===== src/design/adcs_defines.vh =====
`ifndef ADCS_DEFINES_VH
`define ADCS_DEFINES_VH

// Register indices; byte address is four times the index
`define ADCS_IDX_CTRLA      5'h00
`define ADCS_IDX_CTLC       5'h02
`define ADCS_IDX_CTLD       5'h03
`define ADCS_IDX_SAMPSET    5'h05
`define ADCS_IDX_CHSEL      5'h06
`define ADCS_IDX_COMMAND    5'h08
`define ADCS_IDX_FLAGS      5'h0B
`define ADCS_IDX_OUT        5'h10

// Field positions
`define ADCS_CTRLA_ENABLE   0
`define ADCS_CTRLA_FREERUN  1
`define ADCS_CTLC_CAP       6
`define ADCS_CTLC_REF_HI    5
`define ADCS_CTLC_REF_LO    4
`define ADCS_CTLD_INIT_HI   7
`define ADCS_CTLD_INIT_LO   5
`define ADCS_CTLD_DLY_HI    3
`define ADCS_CTLD_DLY_LO    0
`define ADCS_CMD_START      0
`define ADCS_FLAG_RDY       0

// Reset values
`define ADCS_RST_REF        2'h0
`define ADCS_RST_CHAN       5'h00
`define ADCS_RST_DLY        4'h0
`define ADCS_RST_LEN        5'h00
`define ADCS_RST_INIT       3'h0

// Reference codes
`define ADCS_REF_INTERNAL   2'h0
`define ADCS_REF_SUPPLY     2'h1
`define ADCS_REF_EXTPIN     2'h2

// Channel code that also powers the temperature sensor
`define ADCS_CHAN_TEMP      5'h1E

// Timing counts in converter-clock cycles; output and SAR codes
`define ADCS_SAMP_BASE      7'h02
`define ADCS_CONV_BASE      7'h0D
`define ADCS_INIT_SHIFT     4
`define ADCS_OUT_MAX        10'h3FF
`define ADCS_SAR_TOP        10'h200

// Peripheral clocks per converter clock
`define ADCS_PRESC_DIV      4'h4

`endif


===== src/design/adcs_presc.v =====
`timescale 1ns/1ps
// Converter clock tick; held in reset while idle so start delay is fixed
module adcs_presc (
  // System
  input  wire       pclk,
  input  wire       presetn,
  // Control
  input  wire       run,
  // Tick
  output reg        tick_r
);
`include "adcs_defines.vh"

  reg  [3:0] cnt_r;
  wire [3:0] cnt_nxt;

  assign cnt_nxt = (cnt_r == `ADCS_PRESC_DIV - 4'h1) ? 4'h0 : cnt_r + 4'h1;

  always @(posedge pclk or negedge presetn) begin
    if (!presetn) begin
      cnt_r  <= 4'h0;
      tick_r <= 1'b0;
    end else if (!run) begin
      cnt_r  <= 4'h0;
      tick_r <= 1'b0;
    end else begin
      cnt_r  <= cnt_nxt;
      tick_r <= (cnt_r == `ADCS_PRESC_DIV - 4'h1);
    end
  end

endmodule


===== src/design/adcs_top.v =====
// Operation
// - Sampling lasts two converter cycles plus delay field plus length field.
// - Free-running restarts right after each completion; period 13 plus delay plus length.
// - Channel and reference writes land in software-visible buffer; converter uses active copy.
// - While idle, buffered selections are copied to the active copy every cycle.
// - Active copy frozen during conversion; copying resumes in the final cycle.
// - Conversion begins on first converter-clock edge after start bit is set.
// - Free-running channel change mid-conversion takes effect two conversions after the current one.
// - Input above reference clips to all-ones output code.
// - Reference field picks supply, external reference pin, or internal reference.
// - Result register holds 1023 times input over reference once ready.
// - Reference code zero selects internal reference, needed for temperature sensing.
// - Temperature-sensor channel code also switches the temperature sensor on.
// - Normal conversion takes 13 converter cycles; sample-and-hold two cycles in.
// - Single mode clears start bit at completion; set throughout conversion.
// - Ready flag clears on result read or on writing one to it.
`timescale 1ns/1ps
module adcs_top (
  // System
  input  wire        pclk,
  input  wire        presetn,
  // APB slave
  input  wire        psel,
  input  wire        penable,
  input  wire        pwrite,
  input  wire [6:0]  paddr,
  input  wire [31:0] pwdata,
  output reg  [31:0] prdata_r,
  output reg         pready_r,
  output reg         pslverr_r,
  // Analog front end
  input  wire        cmp_above,
  output reg         sample_r,
  output reg  [9:0]  trial_code_r,
  output reg  [4:0]  chan_out_r,
  output reg  [1:0]  ref_out_r,
  output reg         ref_internal_r,
  output reg         temp_sensor_en_r,
  output reg         samp_cap_r,
  // Result ready event
  output reg         ready_pulse_r
);
`include "adcs_defines.vh"

  localparam [4:0] ST_IDLE = 5'b00001;
  localparam [4:0] ST_INIT = 5'b00010;
  localparam [4:0] ST_SAMP = 5'b00100;
  localparam [4:0] ST_SAR  = 5'b01000;
  localparam [4:0] ST_LAST = 5'b10000;

  // Software-visible fields
  reg        enable_r;
  reg        freerun_r;
  reg        capsel_r;
  reg  [1:0] ref_buf_r;
  reg  [2:0] init_r;
  reg  [3:0] dly_r;
  reg  [4:0] len_r;
  reg  [4:0] chan_buf_r;
  reg        start_r;
  reg        rdy_flag_r;
  reg  [9:0] res_r;

  // Converter state
  reg  [4:0] state_r;
  reg  [6:0] cnt_r;
  reg  [9:0] bit_r;
  reg  [4:0] chan_act_r;
  reg  [1:0] ref_act_r;
  reg        first_r;
  reg        cmp_m_r;
  reg        cmp_s_r;

  wire       tick;
  wire       busy;
  wire       copy_en;
  wire       done_tick;
  wire [6:0] samp_cycles;
  wire [6:0] init_cycles;
  wire [9:0] decided;

  // APB decode
  wire       acc;
  wire       wr_go;
  wire       rd_go;
  wire [4:0] idx;
  wire       mapped;
  reg  [31:0] rd_mux;

  assign idx    = paddr[6:2];
  assign acc    = psel & penable & pready_r;
  assign wr_go  = acc & pwrite & mapped;
  assign rd_go  = acc & ~pwrite & mapped;
  assign mapped = (idx == `ADCS_IDX_CTRLA) | (idx == `ADCS_IDX_CTLC)
                | (idx == `ADCS_IDX_CTLD) | (idx == `ADCS_IDX_SAMPSET)
                | (idx == `ADCS_IDX_CHSEL) | (idx == `ADCS_IDX_COMMAND)
                | (idx == `ADCS_IDX_FLAGS) | (idx == `ADCS_IDX_OUT);

  assign busy        = (state_r != ST_IDLE);
  assign samp_cycles = `ADCS_SAMP_BASE + {3'h0, dly_r} + {2'h0, len_r};
  assign init_cycles = {init_r, 4'h0};
  assign done_tick   = tick & (state_r == ST_LAST);
  // Final cycle reopens the buffer path
  assign copy_en     = ~busy | (state_r == ST_LAST);
  // Keep the bit if input sits above trial; all-above gives all ones
  assign decided     = cmp_s_r ? trial_code_r : (trial_code_r & ~bit_r);

  adcs_presc u_presc (
    .pclk    (pclk),
    .presetn (presetn),
    .run     (start_r & enable_r),
    .tick_r  (tick)
  );

  // Comparator crosses from the analog side
  always @(posedge pclk or negedge presetn) begin
    if (!presetn) begin
      cmp_m_r <= 1'b0;
      cmp_s_r <= 1'b0;
    end else begin
      cmp_m_r <= cmp_above;
      cmp_s_r <= cmp_m_r;
    end
  end

  // Read mux
  always @* begin
    rd_mux = 32'h0000_0000;
    case (idx)
      `ADCS_IDX_CTRLA: begin
        rd_mux[`ADCS_CTRLA_ENABLE]  = enable_r;
        rd_mux[`ADCS_CTRLA_FREERUN] = freerun_r;
      end
      `ADCS_IDX_CTLC: begin
        rd_mux[`ADCS_CTLC_CAP] = capsel_r;
        rd_mux[`ADCS_CTLC_REF_HI:`ADCS_CTLC_REF_LO] = ref_buf_r;
      end
      `ADCS_IDX_CTLD: begin
        rd_mux[`ADCS_CTLD_INIT_HI:`ADCS_CTLD_INIT_LO] = init_r;
        rd_mux[`ADCS_CTLD_DLY_HI:`ADCS_CTLD_DLY_LO]   = dly_r;
      end
      `ADCS_IDX_SAMPSET: begin
        rd_mux[4:0] = len_r;
      end
      `ADCS_IDX_CHSEL: begin
        rd_mux[4:0] = chan_buf_r;
      end
      `ADCS_IDX_COMMAND: begin
        rd_mux[`ADCS_CMD_START] = start_r;
      end
      `ADCS_IDX_FLAGS: begin
        rd_mux[`ADCS_FLAG_RDY] = rdy_flag_r;
      end
      `ADCS_IDX_OUT: begin
        rd_mux[9:0] = res_r;
      end
      default: begin
        rd_mux = 32'h0000_0000;
      end
    endcase
  end

  // APB handshake: one wait state, data and error registered
  always @(posedge pclk or negedge presetn) begin
    if (!presetn) begin
      pready_r  <= 1'b0;
      prdata_r  <= 32'h0000_0000;
      pslverr_r <= 1'b0;
    end else if (psel & penable & ~pready_r) begin
      pready_r  <= 1'b1;
      prdata_r  <= pwrite ? 32'h0000_0000 : rd_mux;
      pslverr_r <= ~mapped;
    end else begin
      pready_r  <= 1'b0;
      prdata_r  <= 32'h0000_0000;
      pslverr_r <= 1'b0;
    end
  end

  // Configuration fields
  always @(posedge pclk or negedge presetn) begin
    if (!presetn) begin
      enable_r   <= 1'b0;
      freerun_r  <= 1'b0;
      capsel_r   <= 1'b0;
      ref_buf_r  <= `ADCS_RST_REF;
      init_r     <= `ADCS_RST_INIT;
      dly_r      <= `ADCS_RST_DLY;
      len_r      <= `ADCS_RST_LEN;
      chan_buf_r <= `ADCS_RST_CHAN;
    end else if (wr_go) begin
      if (idx == `ADCS_IDX_CTRLA) begin
        enable_r  <= pwdata[`ADCS_CTRLA_ENABLE];
        freerun_r <= pwdata[`ADCS_CTRLA_FREERUN];
      end
      if (idx == `ADCS_IDX_CTLC) begin
        capsel_r  <= pwdata[`ADCS_CTLC_CAP];
        ref_buf_r <= pwdata[`ADCS_CTLC_REF_HI:`ADCS_CTLC_REF_LO];
      end
      if (idx == `ADCS_IDX_CTLD) begin
        init_r <= pwdata[`ADCS_CTLD_INIT_HI:`ADCS_CTLD_INIT_LO];
        dly_r  <= pwdata[`ADCS_CTLD_DLY_HI:`ADCS_CTLD_DLY_LO];
      end
      if (idx == `ADCS_IDX_SAMPSET) begin
        len_r <= pwdata[4:0];
      end
      if (idx == `ADCS_IDX_CHSEL) begin
        chan_buf_r <= pwdata[4:0];
      end
    end
  end

  // Start bit: set by software, cleared by hardware
  always @(posedge pclk or negedge presetn) begin
    if (!presetn) begin
      start_r <= 1'b0;
    end else if (!enable_r) begin
      start_r <= 1'b0;
    end else if (wr_go & (idx == `ADCS_IDX_COMMAND) & pwdata[`ADCS_CMD_START]) begin
      start_r <= 1'b1;
    end else if (done_tick & ~freerun_r) begin
      start_r <= 1'b0;
    end
  end

  // Ready flag; a completion in the clearing cycle wins
  always @(posedge pclk or negedge presetn) begin
    if (!presetn) begin
      rdy_flag_r <= 1'b0;
    end else if (done_tick) begin
      rdy_flag_r <= 1'b1;
    end else if (rd_go & (idx == `ADCS_IDX_OUT)) begin
      rdy_flag_r <= 1'b0;
    end else if (wr_go & (idx == `ADCS_IDX_FLAGS) & pwdata[`ADCS_FLAG_RDY]) begin
      rdy_flag_r <= 1'b0;
    end
  end

  // Active copy of channel and reference
  always @(posedge pclk or negedge presetn) begin
    if (!presetn) begin
      chan_act_r <= `ADCS_RST_CHAN;
      ref_act_r  <= `ADCS_RST_REF;
    end else if (copy_en & (~busy | tick)) begin
      chan_act_r <= chan_buf_r;
      ref_act_r  <= ref_buf_r;
    end
  end

  // Sequencer, stepping once per converter clock
  always @(posedge pclk or negedge presetn) begin
    if (!presetn) begin
      state_r      <= ST_IDLE;
      cnt_r        <= 7'h00;
      bit_r        <= 10'h000;
      trial_code_r <= 10'h000;
      res_r        <= 10'h000;
      sample_r     <= 1'b0;
      first_r      <= 1'b1;
      chan_out_r   <= `ADCS_RST_CHAN;
      ref_out_r    <= `ADCS_RST_REF;
    end else if (!enable_r | !start_r) begin
      state_r  <= ST_IDLE;
      cnt_r    <= 7'h00;
      sample_r <= 1'b0;
      first_r  <= ~enable_r | first_r;
      if (!busy) begin
        chan_out_r <= chan_act_r;
        ref_out_r  <= ref_act_r;
      end
    end else if (tick) begin
      case (state_r)
        ST_IDLE: begin
          // First edge after the start bit; wait only after enabling
          chan_out_r <= chan_act_r;
          ref_out_r  <= ref_act_r;
          cnt_r      <= 7'h00;
          if (first_r & (init_r != 3'h0)) begin
            state_r <= ST_INIT;
          end else begin
            state_r  <= ST_SAMP;
            sample_r <= 1'b1;
          end
        end
        ST_INIT: begin
          if (cnt_r == init_cycles - 7'h01) begin
            cnt_r    <= 7'h00;
            state_r  <= ST_SAMP;
            sample_r <= 1'b1;
          end else begin
            cnt_r <= cnt_r + 7'h01;
          end
        end
        ST_SAMP: begin
          first_r <= 1'b0;
          if (cnt_r == samp_cycles - 7'h01) begin
            sample_r     <= 1'b0;
            state_r      <= ST_SAR;
            bit_r        <= `ADCS_SAR_TOP;
            trial_code_r <= `ADCS_SAR_TOP;
          end
          cnt_r <= cnt_r + 7'h01;
        end
        ST_SAR: begin
          // One bit decided per cycle, ten in all
          trial_code_r <= decided | {1'b0, bit_r[9:1]};
          bit_r        <= {1'b0, bit_r[9:1]};
          if (bit_r[0]) begin
            state_r <= ST_LAST;
          end
          cnt_r <= cnt_r + 7'h01;
        end
        ST_LAST: begin
          res_r <= trial_code_r;
          cnt_r <= 7'h00;
          if (freerun_r) begin
            // Next run starts now on the old active copy
            state_r    <= ST_SAMP;
            sample_r   <= 1'b1;
            chan_out_r <= chan_act_r;
            ref_out_r  <= ref_act_r;
          end else begin
            state_r <= ST_IDLE;
          end
        end
        default: begin
          state_r <= ST_IDLE;
        end
      endcase
    end
  end

  // Analog steering from the active copy and capacitor select, plus the ready pulse
  always @(posedge pclk or negedge presetn) begin
    if (!presetn) begin
      ref_internal_r   <= 1'b0;
      temp_sensor_en_r <= 1'b0;
      samp_cap_r       <= 1'b0;
      ready_pulse_r    <= 1'b0;
    end else begin
      ref_internal_r   <= (ref_act_r == `ADCS_REF_INTERNAL);
      temp_sensor_en_r <= enable_r & (chan_act_r == `ADCS_CHAN_TEMP);
      samp_cap_r       <= capsel_r;
      ready_pulse_r    <= done_tick;
    end
  end

endmodule


===== config.mk =====
export PLATFORM = sky130hd
export DESIGN_NAME = adcs_top
export DESIGN_NICKNAME = d
export VERILOG_FILES = /design/src/design/adcs_presc.v /design/src/design/adcs_top.v
export VERILOG_INCLUDE_DIRS = /design/src /design/src/design
export SDC_FILE = /design/constraint.sdc
export NUM_CORES = 1
export LEC_CHECK = 0
export CORE_ASPECT_RATIO = 1.1
export CORE_UTILIZATION = 45
export DETAILED_ROUTE_END_ITERATION = 10
export DONT_BUFFER_PORTS = 1
export GPL_TIMING_DRIVEN = 0
export PLACE_DENSITY = 0.66
export SYNTH_ARGS = -nofsm -noshare
export SYNTH_HDL_FRONTEND = slang
export SYNTH_SLANG_ARGS = --single-unit

===== constraint.sdc =====
create_clock -name pclk -period 3.3 [get_ports pclk]
set_clock_uncertainty 0.2 [all_clocks]
set_input_delay 0.99 -clock pclk [delete_from_list [all_inputs] [get_ports pclk]]
set_output_delay 0.99 -clock pclk [all_outputs]
set_load 0.005 [all_outputs]

### Yosys cells after proc, flatten, opt, wreduce, memory -nomap -nowiden

Cells that the tools add are included.

* input port bits: 45
* word-level logic and storage cells: 184
* output and inout port bits: 56
* register bits: 127

* reduce and logical (&&, ||, !) cells: 26
* bitwise gates (word level): 39
* equal/unequal tests: 25
* mux-type cells: 56
* $add $sub $neg: 6

Operators by type and width (count)
* $mux W5: 9
* $mux W10: 4
* $pmux W10 S2: 2
* $pmux W5 S5: 1
* $mux W7: 3
* $pmux W7 S3: 1
* $and A1 B1 Y1: 18
* $mux W1: 18
* $eq A5 B2 Y1 const B: 3
* $eq A5 B3 Y1 const B: 3
* $eq A5 B4 Y1 const B: 3
* $eq A5 B5 Y1 const B: 3
* $eq A7 B7 Y1: 2
* $reduce_and A2 Y1: 7
* $ne A3 B3 Y1 const B: 4
* $reduce_and A4 Y1: 3
* $or A1 B1 Y1: 11
* $and A10 B10 Y10: 1
* $mux W2: 5
* $not A10 Y10: 1
* $or A10 B9 Y10: 1
* $pmux W5 S2: 1
* $reduce_bool A3 Y1: 3
* $mux W4: 2
* 30 further kinds: 43

### Longest topological paths before layout

* depth in word-level cells: 14
* depth in mapped cells: 11

### By module

From an unflattened synthesis, not the netlist that was laid out.

* cells, all modules: 474
* area, all modules: 5256.3 µm²

Modules (own cells, without submodules)
* adcs_top: area an instance 5034.8 µm², times used 1, cells each 457
* adcs_presc: area an instance 221.5 µm², times used 1, cells each 17

### Least setup slack after synthesis

Ideal clock, no wire load.

* path type: input port to flip-flop
* start point: input port paddr[5]
* end point: register len_r[2]
* stages: 7
* path buffers: 1
* path slack: 473 ps
* data arrival time: 2502 ps
* data required time: 2975 ps
* cell sequence: buf_2 nand2b_1 o211a_1 o31ai_2 nand2b_2 nor2_2 mux2_2

* longest elaborated chain between the ends: 10

RTL lines
* from (decl): line adcs_top.v:26 `input wire [6:0] paddr,`
* $eq A5 B2 Y1 or $logic_not A5 Y1 (tied branches)
* $or A1 B1 Y1 (7 in series): line adcs_top.v:94 `` assign mapped = (idx == `ADCS_IDX_CTRLA) | (idx == `ADCS_IDX_CTLC) ``
* $and A1 B1 Y1: line adcs_top.v:92 `assign wr_go = acc & pwrite & mapped;`
* $reduce_and A2 Y1 (no line) *
* to (signal assigned): line adcs_top.v:189 `` len_r <= `ADCS_RST_LEN; ``
* to (signal assigned): line adcs_top.v:205 `len_r <= pwdata[4:0];`
* to (decl): line adcs_top.v:58 `reg [4:0] len_r;`

Every way passes the cells marked *; elsewhere a longest branch is shown, timed or not.
A chain may end at the register's enable or synchronous reset.

### Final worst setup path

* start point: register len_r[0]
* end point: register state_r[2]

* longest elaborated chain between the ends: 5

RTL lines
* $add A5 B5 Y6 (no line)
* $sub A6 B1 Y7: line adcs_top.v:296 `if (cnt_r == samp_cycles - 7'h01) begin`
* $eq A7 B7 Y1: line adcs_top.v:296
* $ne A3 B3 Y1 (no line)
* $reduce_and A4 Y1 (no line)
* to (signal assigned): line adcs_top.v:298 `state_r <= ST_SAR;`
* to (signal assigned): line adcs_top.v:309 `state_r <= ST_LAST;`
* to (signal assigned): line adcs_top.v:318 `state_r <= ST_SAMP;`
* to (decl): line adcs_top.v:65 `reg [4:0] state_r;`

No other way between the ends.

==> flow_summary.ini <==
[cts]
htreeDepth = 3
cts_setup_buffers = 0
clk_path_buf_depth = 2
cts.sinks = 105
cts_root_buf = clkbuf_16
cts_resized = 0
cts_tree = built
clock_latency_ps = 350
hold_buffers = 0
path_clk_slew_ps = 70
numCtsBuffers = 9

[placed_design]
place_congestion = 0.8272
dp_hpwl_um = 8175
placement.io_buffers = 0

[power_and_ir_drop]
total_power_uw = 2466
vdd_drop_max_mv = 0.2477
p_switching_uw = 503.5
p_clk_share_pct = 44.5
combPwrFrac_pct = 2.6
p_int_uw = 1962
power_density_mw_per_mm2 = 428.5
p_seq_share_pct = 52.8
power.leakage_uw = 0.002700
swShare_pct = 20.42

[timing]
setup_viol = 0
finalCritPeriodShare_pct = 86.62
relSlewSlack_pct = 48.08
worst_pin_slew_ps = 776.8
rsz0062_at_grt = false
tns_ps = 0
max_freq_ghz = 0.3498
fin_crit_ps = 2858
whs_ps = 136.6
report.final.slew_viol_count = 0
finalHoldViolCount = 0

[global_route]
grt_pass1_vias = 3552
grt_max_degree = 106
grt_overflow_total = 0
grt_usage_pct = 20.08
grt_pass1_wl_um = 18670
antenna_found_initial = 0

[worst_setup_path]
endpoint_kind = flop
worstSetupStartpoint = len_r[0]$_DFFE_PN0P_
reg2reg_depth = 11
cp.arrival_ps = 2870
path_class = reg2reg
timing.rr.start = len_r[0]$_DFFE_PN0P_
cp_max_fo = 5
startpoint_type = flop
required_ps = 3310
worstReg2RegEnd = state_r[2]$_DFFE_PN0P_
rrSetupSlack_ps = 440
critPathCapture = state_r[2]$_DFFE_PN0P_

[logic_synthesis]
synth-edff-count = 0
ys.flop_type = dfrtp_1
yosys_warnings = 0
ys_seq_area_share_pct = 50.74
synth_cell_types = 67
postSynthCellCount = 459
synth_area_mm2 = 0.005184
syn_avg_cell_area_um2 = 11.29
async_flop_share_pct = 100.0
synth-seq-cells = 105

[detailed_routing]
avgRoutedWirePerCell_um = 17.58
top_layer = met4
drc = 0
postRouteWirelength_um = 11310
wl_met1_um = 4923
vias = 3601
wl_met2_um = 5511
via_per_inst = 5.600
first_iter_violations = 239
met3_length_um = 675
ant_nets = 0
first_pass_iters = 5

[job]
drv_cap = 0

[floorplanning]
die_area_mm2 = 0.01195
pin_count = 101
coreArea_mm2 = 0.01106
rows = 40
start_util_pct = 46.87
die_x_um = 104.3
die_h_um = 114.6

[final_layout]
area_delta_synth_final_pct = 11.01
nets = 545
fin_util_pct = 52.02
final_common_cell = dfrtp_1
final_cell_mix = 103 x dfrtp_1, 46 x mux2_2, 29 x nand2_1
antenna_cells = 0
drive_gt1_share_pct = 21.98

[status]
status = finished, final reports clean

[hold_path]
hp-class = in2async
==> how the worst min path moves through the flow <==
stage | to | start | cells past startpoint
2_1_floorplan | cmp_s_r$_DFF_PN0_ | cmp_m_r$_DFF_PN0_ | 0
3_3_place_gp | cmp_s_r$_DFF_PN0_ | cmp_m_r$_DFF_PN0_ | 0
3_5_place_dp | cmp_s_r$_DFF_PN0_ | cmp_m_r$_DFF_PN0_ | 0
4_1_cts | chan_out_r[4]$_DFFE_PN0P_ | presetn | 0
5_1_grt | u_presc.tick_r$_DFF_PN0_ | presetn | 0
6_report | cnt_r[4]$_DFFE_PN0P_ | presetn | 0
==> kinds of logic after synthesis <==
kind of cell	Yosys count	share of synthesized area, %
AO/OA/AOI/OAI	99	13.98
adder cells (fa/ha/maj)	9	2.317
flip-flops	105	50.74
buffers and inverters	56	6.106
other	1	0.07234
AND/OR/NAND/NOR	122	12.74
XOR/XNOR	13	2.486
multiplexers	54	11.56
==> registers in the layout (all words and copies together), names as in the netlist, 2 cells and up <==
| name | count |
|---|---|
| prdata_r | 10 |
| len_r | 5 |
| res_r | 10 |
| state_r | 5 |
| bit_r | 10 |
| ref_buf_r | 2 |
| chan_act_r | 5 |
| chan_buf_r | 5 |
| dly_r | 4 |
| init_r | 3 |
| trial_code_r | 10 |
| ref_out_r | 2 |
| chan_out_r | 5 |
| cnt_r | 7 |
| u_presc.cnt_r | 4 |
| ref_act_r | 2 |
==> through the flow <==
stage,cells,cell area [um^2],setup slack (ps)
after global routing,643,5754,286.6
after floorplan,480,5263,472.9
final,643,5754,441.6
after detailed placement,627,5446,216.4
after CTS,643,5754,436.6
after global placement,627,5446,254.1
==> worst max-delay path, cell delays in order (launching register included) <==
cell	delay (ps)
dfrtp_1	380
inv_1	80
ha_1	200
inv_1	70
fa_1	450
xor2_1	160
nor3_1	170
and4b_1	300
o211ai_1	200
a21o_1	230
buf_2	160
mux2i_1	130
==> metal layers <==
metal,global-route usage [%],vias to the layer above
met1,26.76,1797
li1,-,1673
met2,32.49,116
met5,0,-
met3,3.984,15
met4,7.524,0
==> power by group through the flow <==
stage          registers (uW)  clock network [uW]  logic, uW
6_report                 1300                1100       64.8
5_1_grt                  1300                1170       72.8
4_1_cts                  1300                1120       63.7
3_5_place_dp             1330                   0       63.5
3_3_place_gp             1330                   0       62.1
2_1_floorplan            1330                   0       55.1
==> layout make-up <==
| class | count | area, um^2 |
|---|---|---|
| clock inverters | 3 | 47.55 |
| plain buffers | 40 | 256.5 |
| multi-input cells | 319 | 2316 |
| well taps | 147 | 183.9 |
| clock buffers | 13 | 260.3 |
| fillers | 1006 | 5306 |
| inverters | 16 | 60.06 |
| flip-flops and latches | 105 | 2630 |
==> cell usage after synthesis, drive strengths merged (4+ instances only) <==
library cell	number	share of area [%]
nor2b	6	0.72
buf	31	4.3
nand3	11	1.1
clkbuf	9	0.68
inv	15	1.1
a21oi	24	2.3
xor2	6	1.0
dfrtp	103	50
xnor2	6	1.0
nor3	10	1.3
a22o	19	3.2
mux2	47	10
o21ai	12	1.2
and2	4	0.48
a222oi	4	0.77
a22oi	5	0.72
a21o	10	1.4
mux2i	7	1.4
and3	8	0.97
nand2	29	2.1
nor2	27	2.3
ha	8	1.9
nand2b	9	1.1
Power figures use the tool's default switching activity.
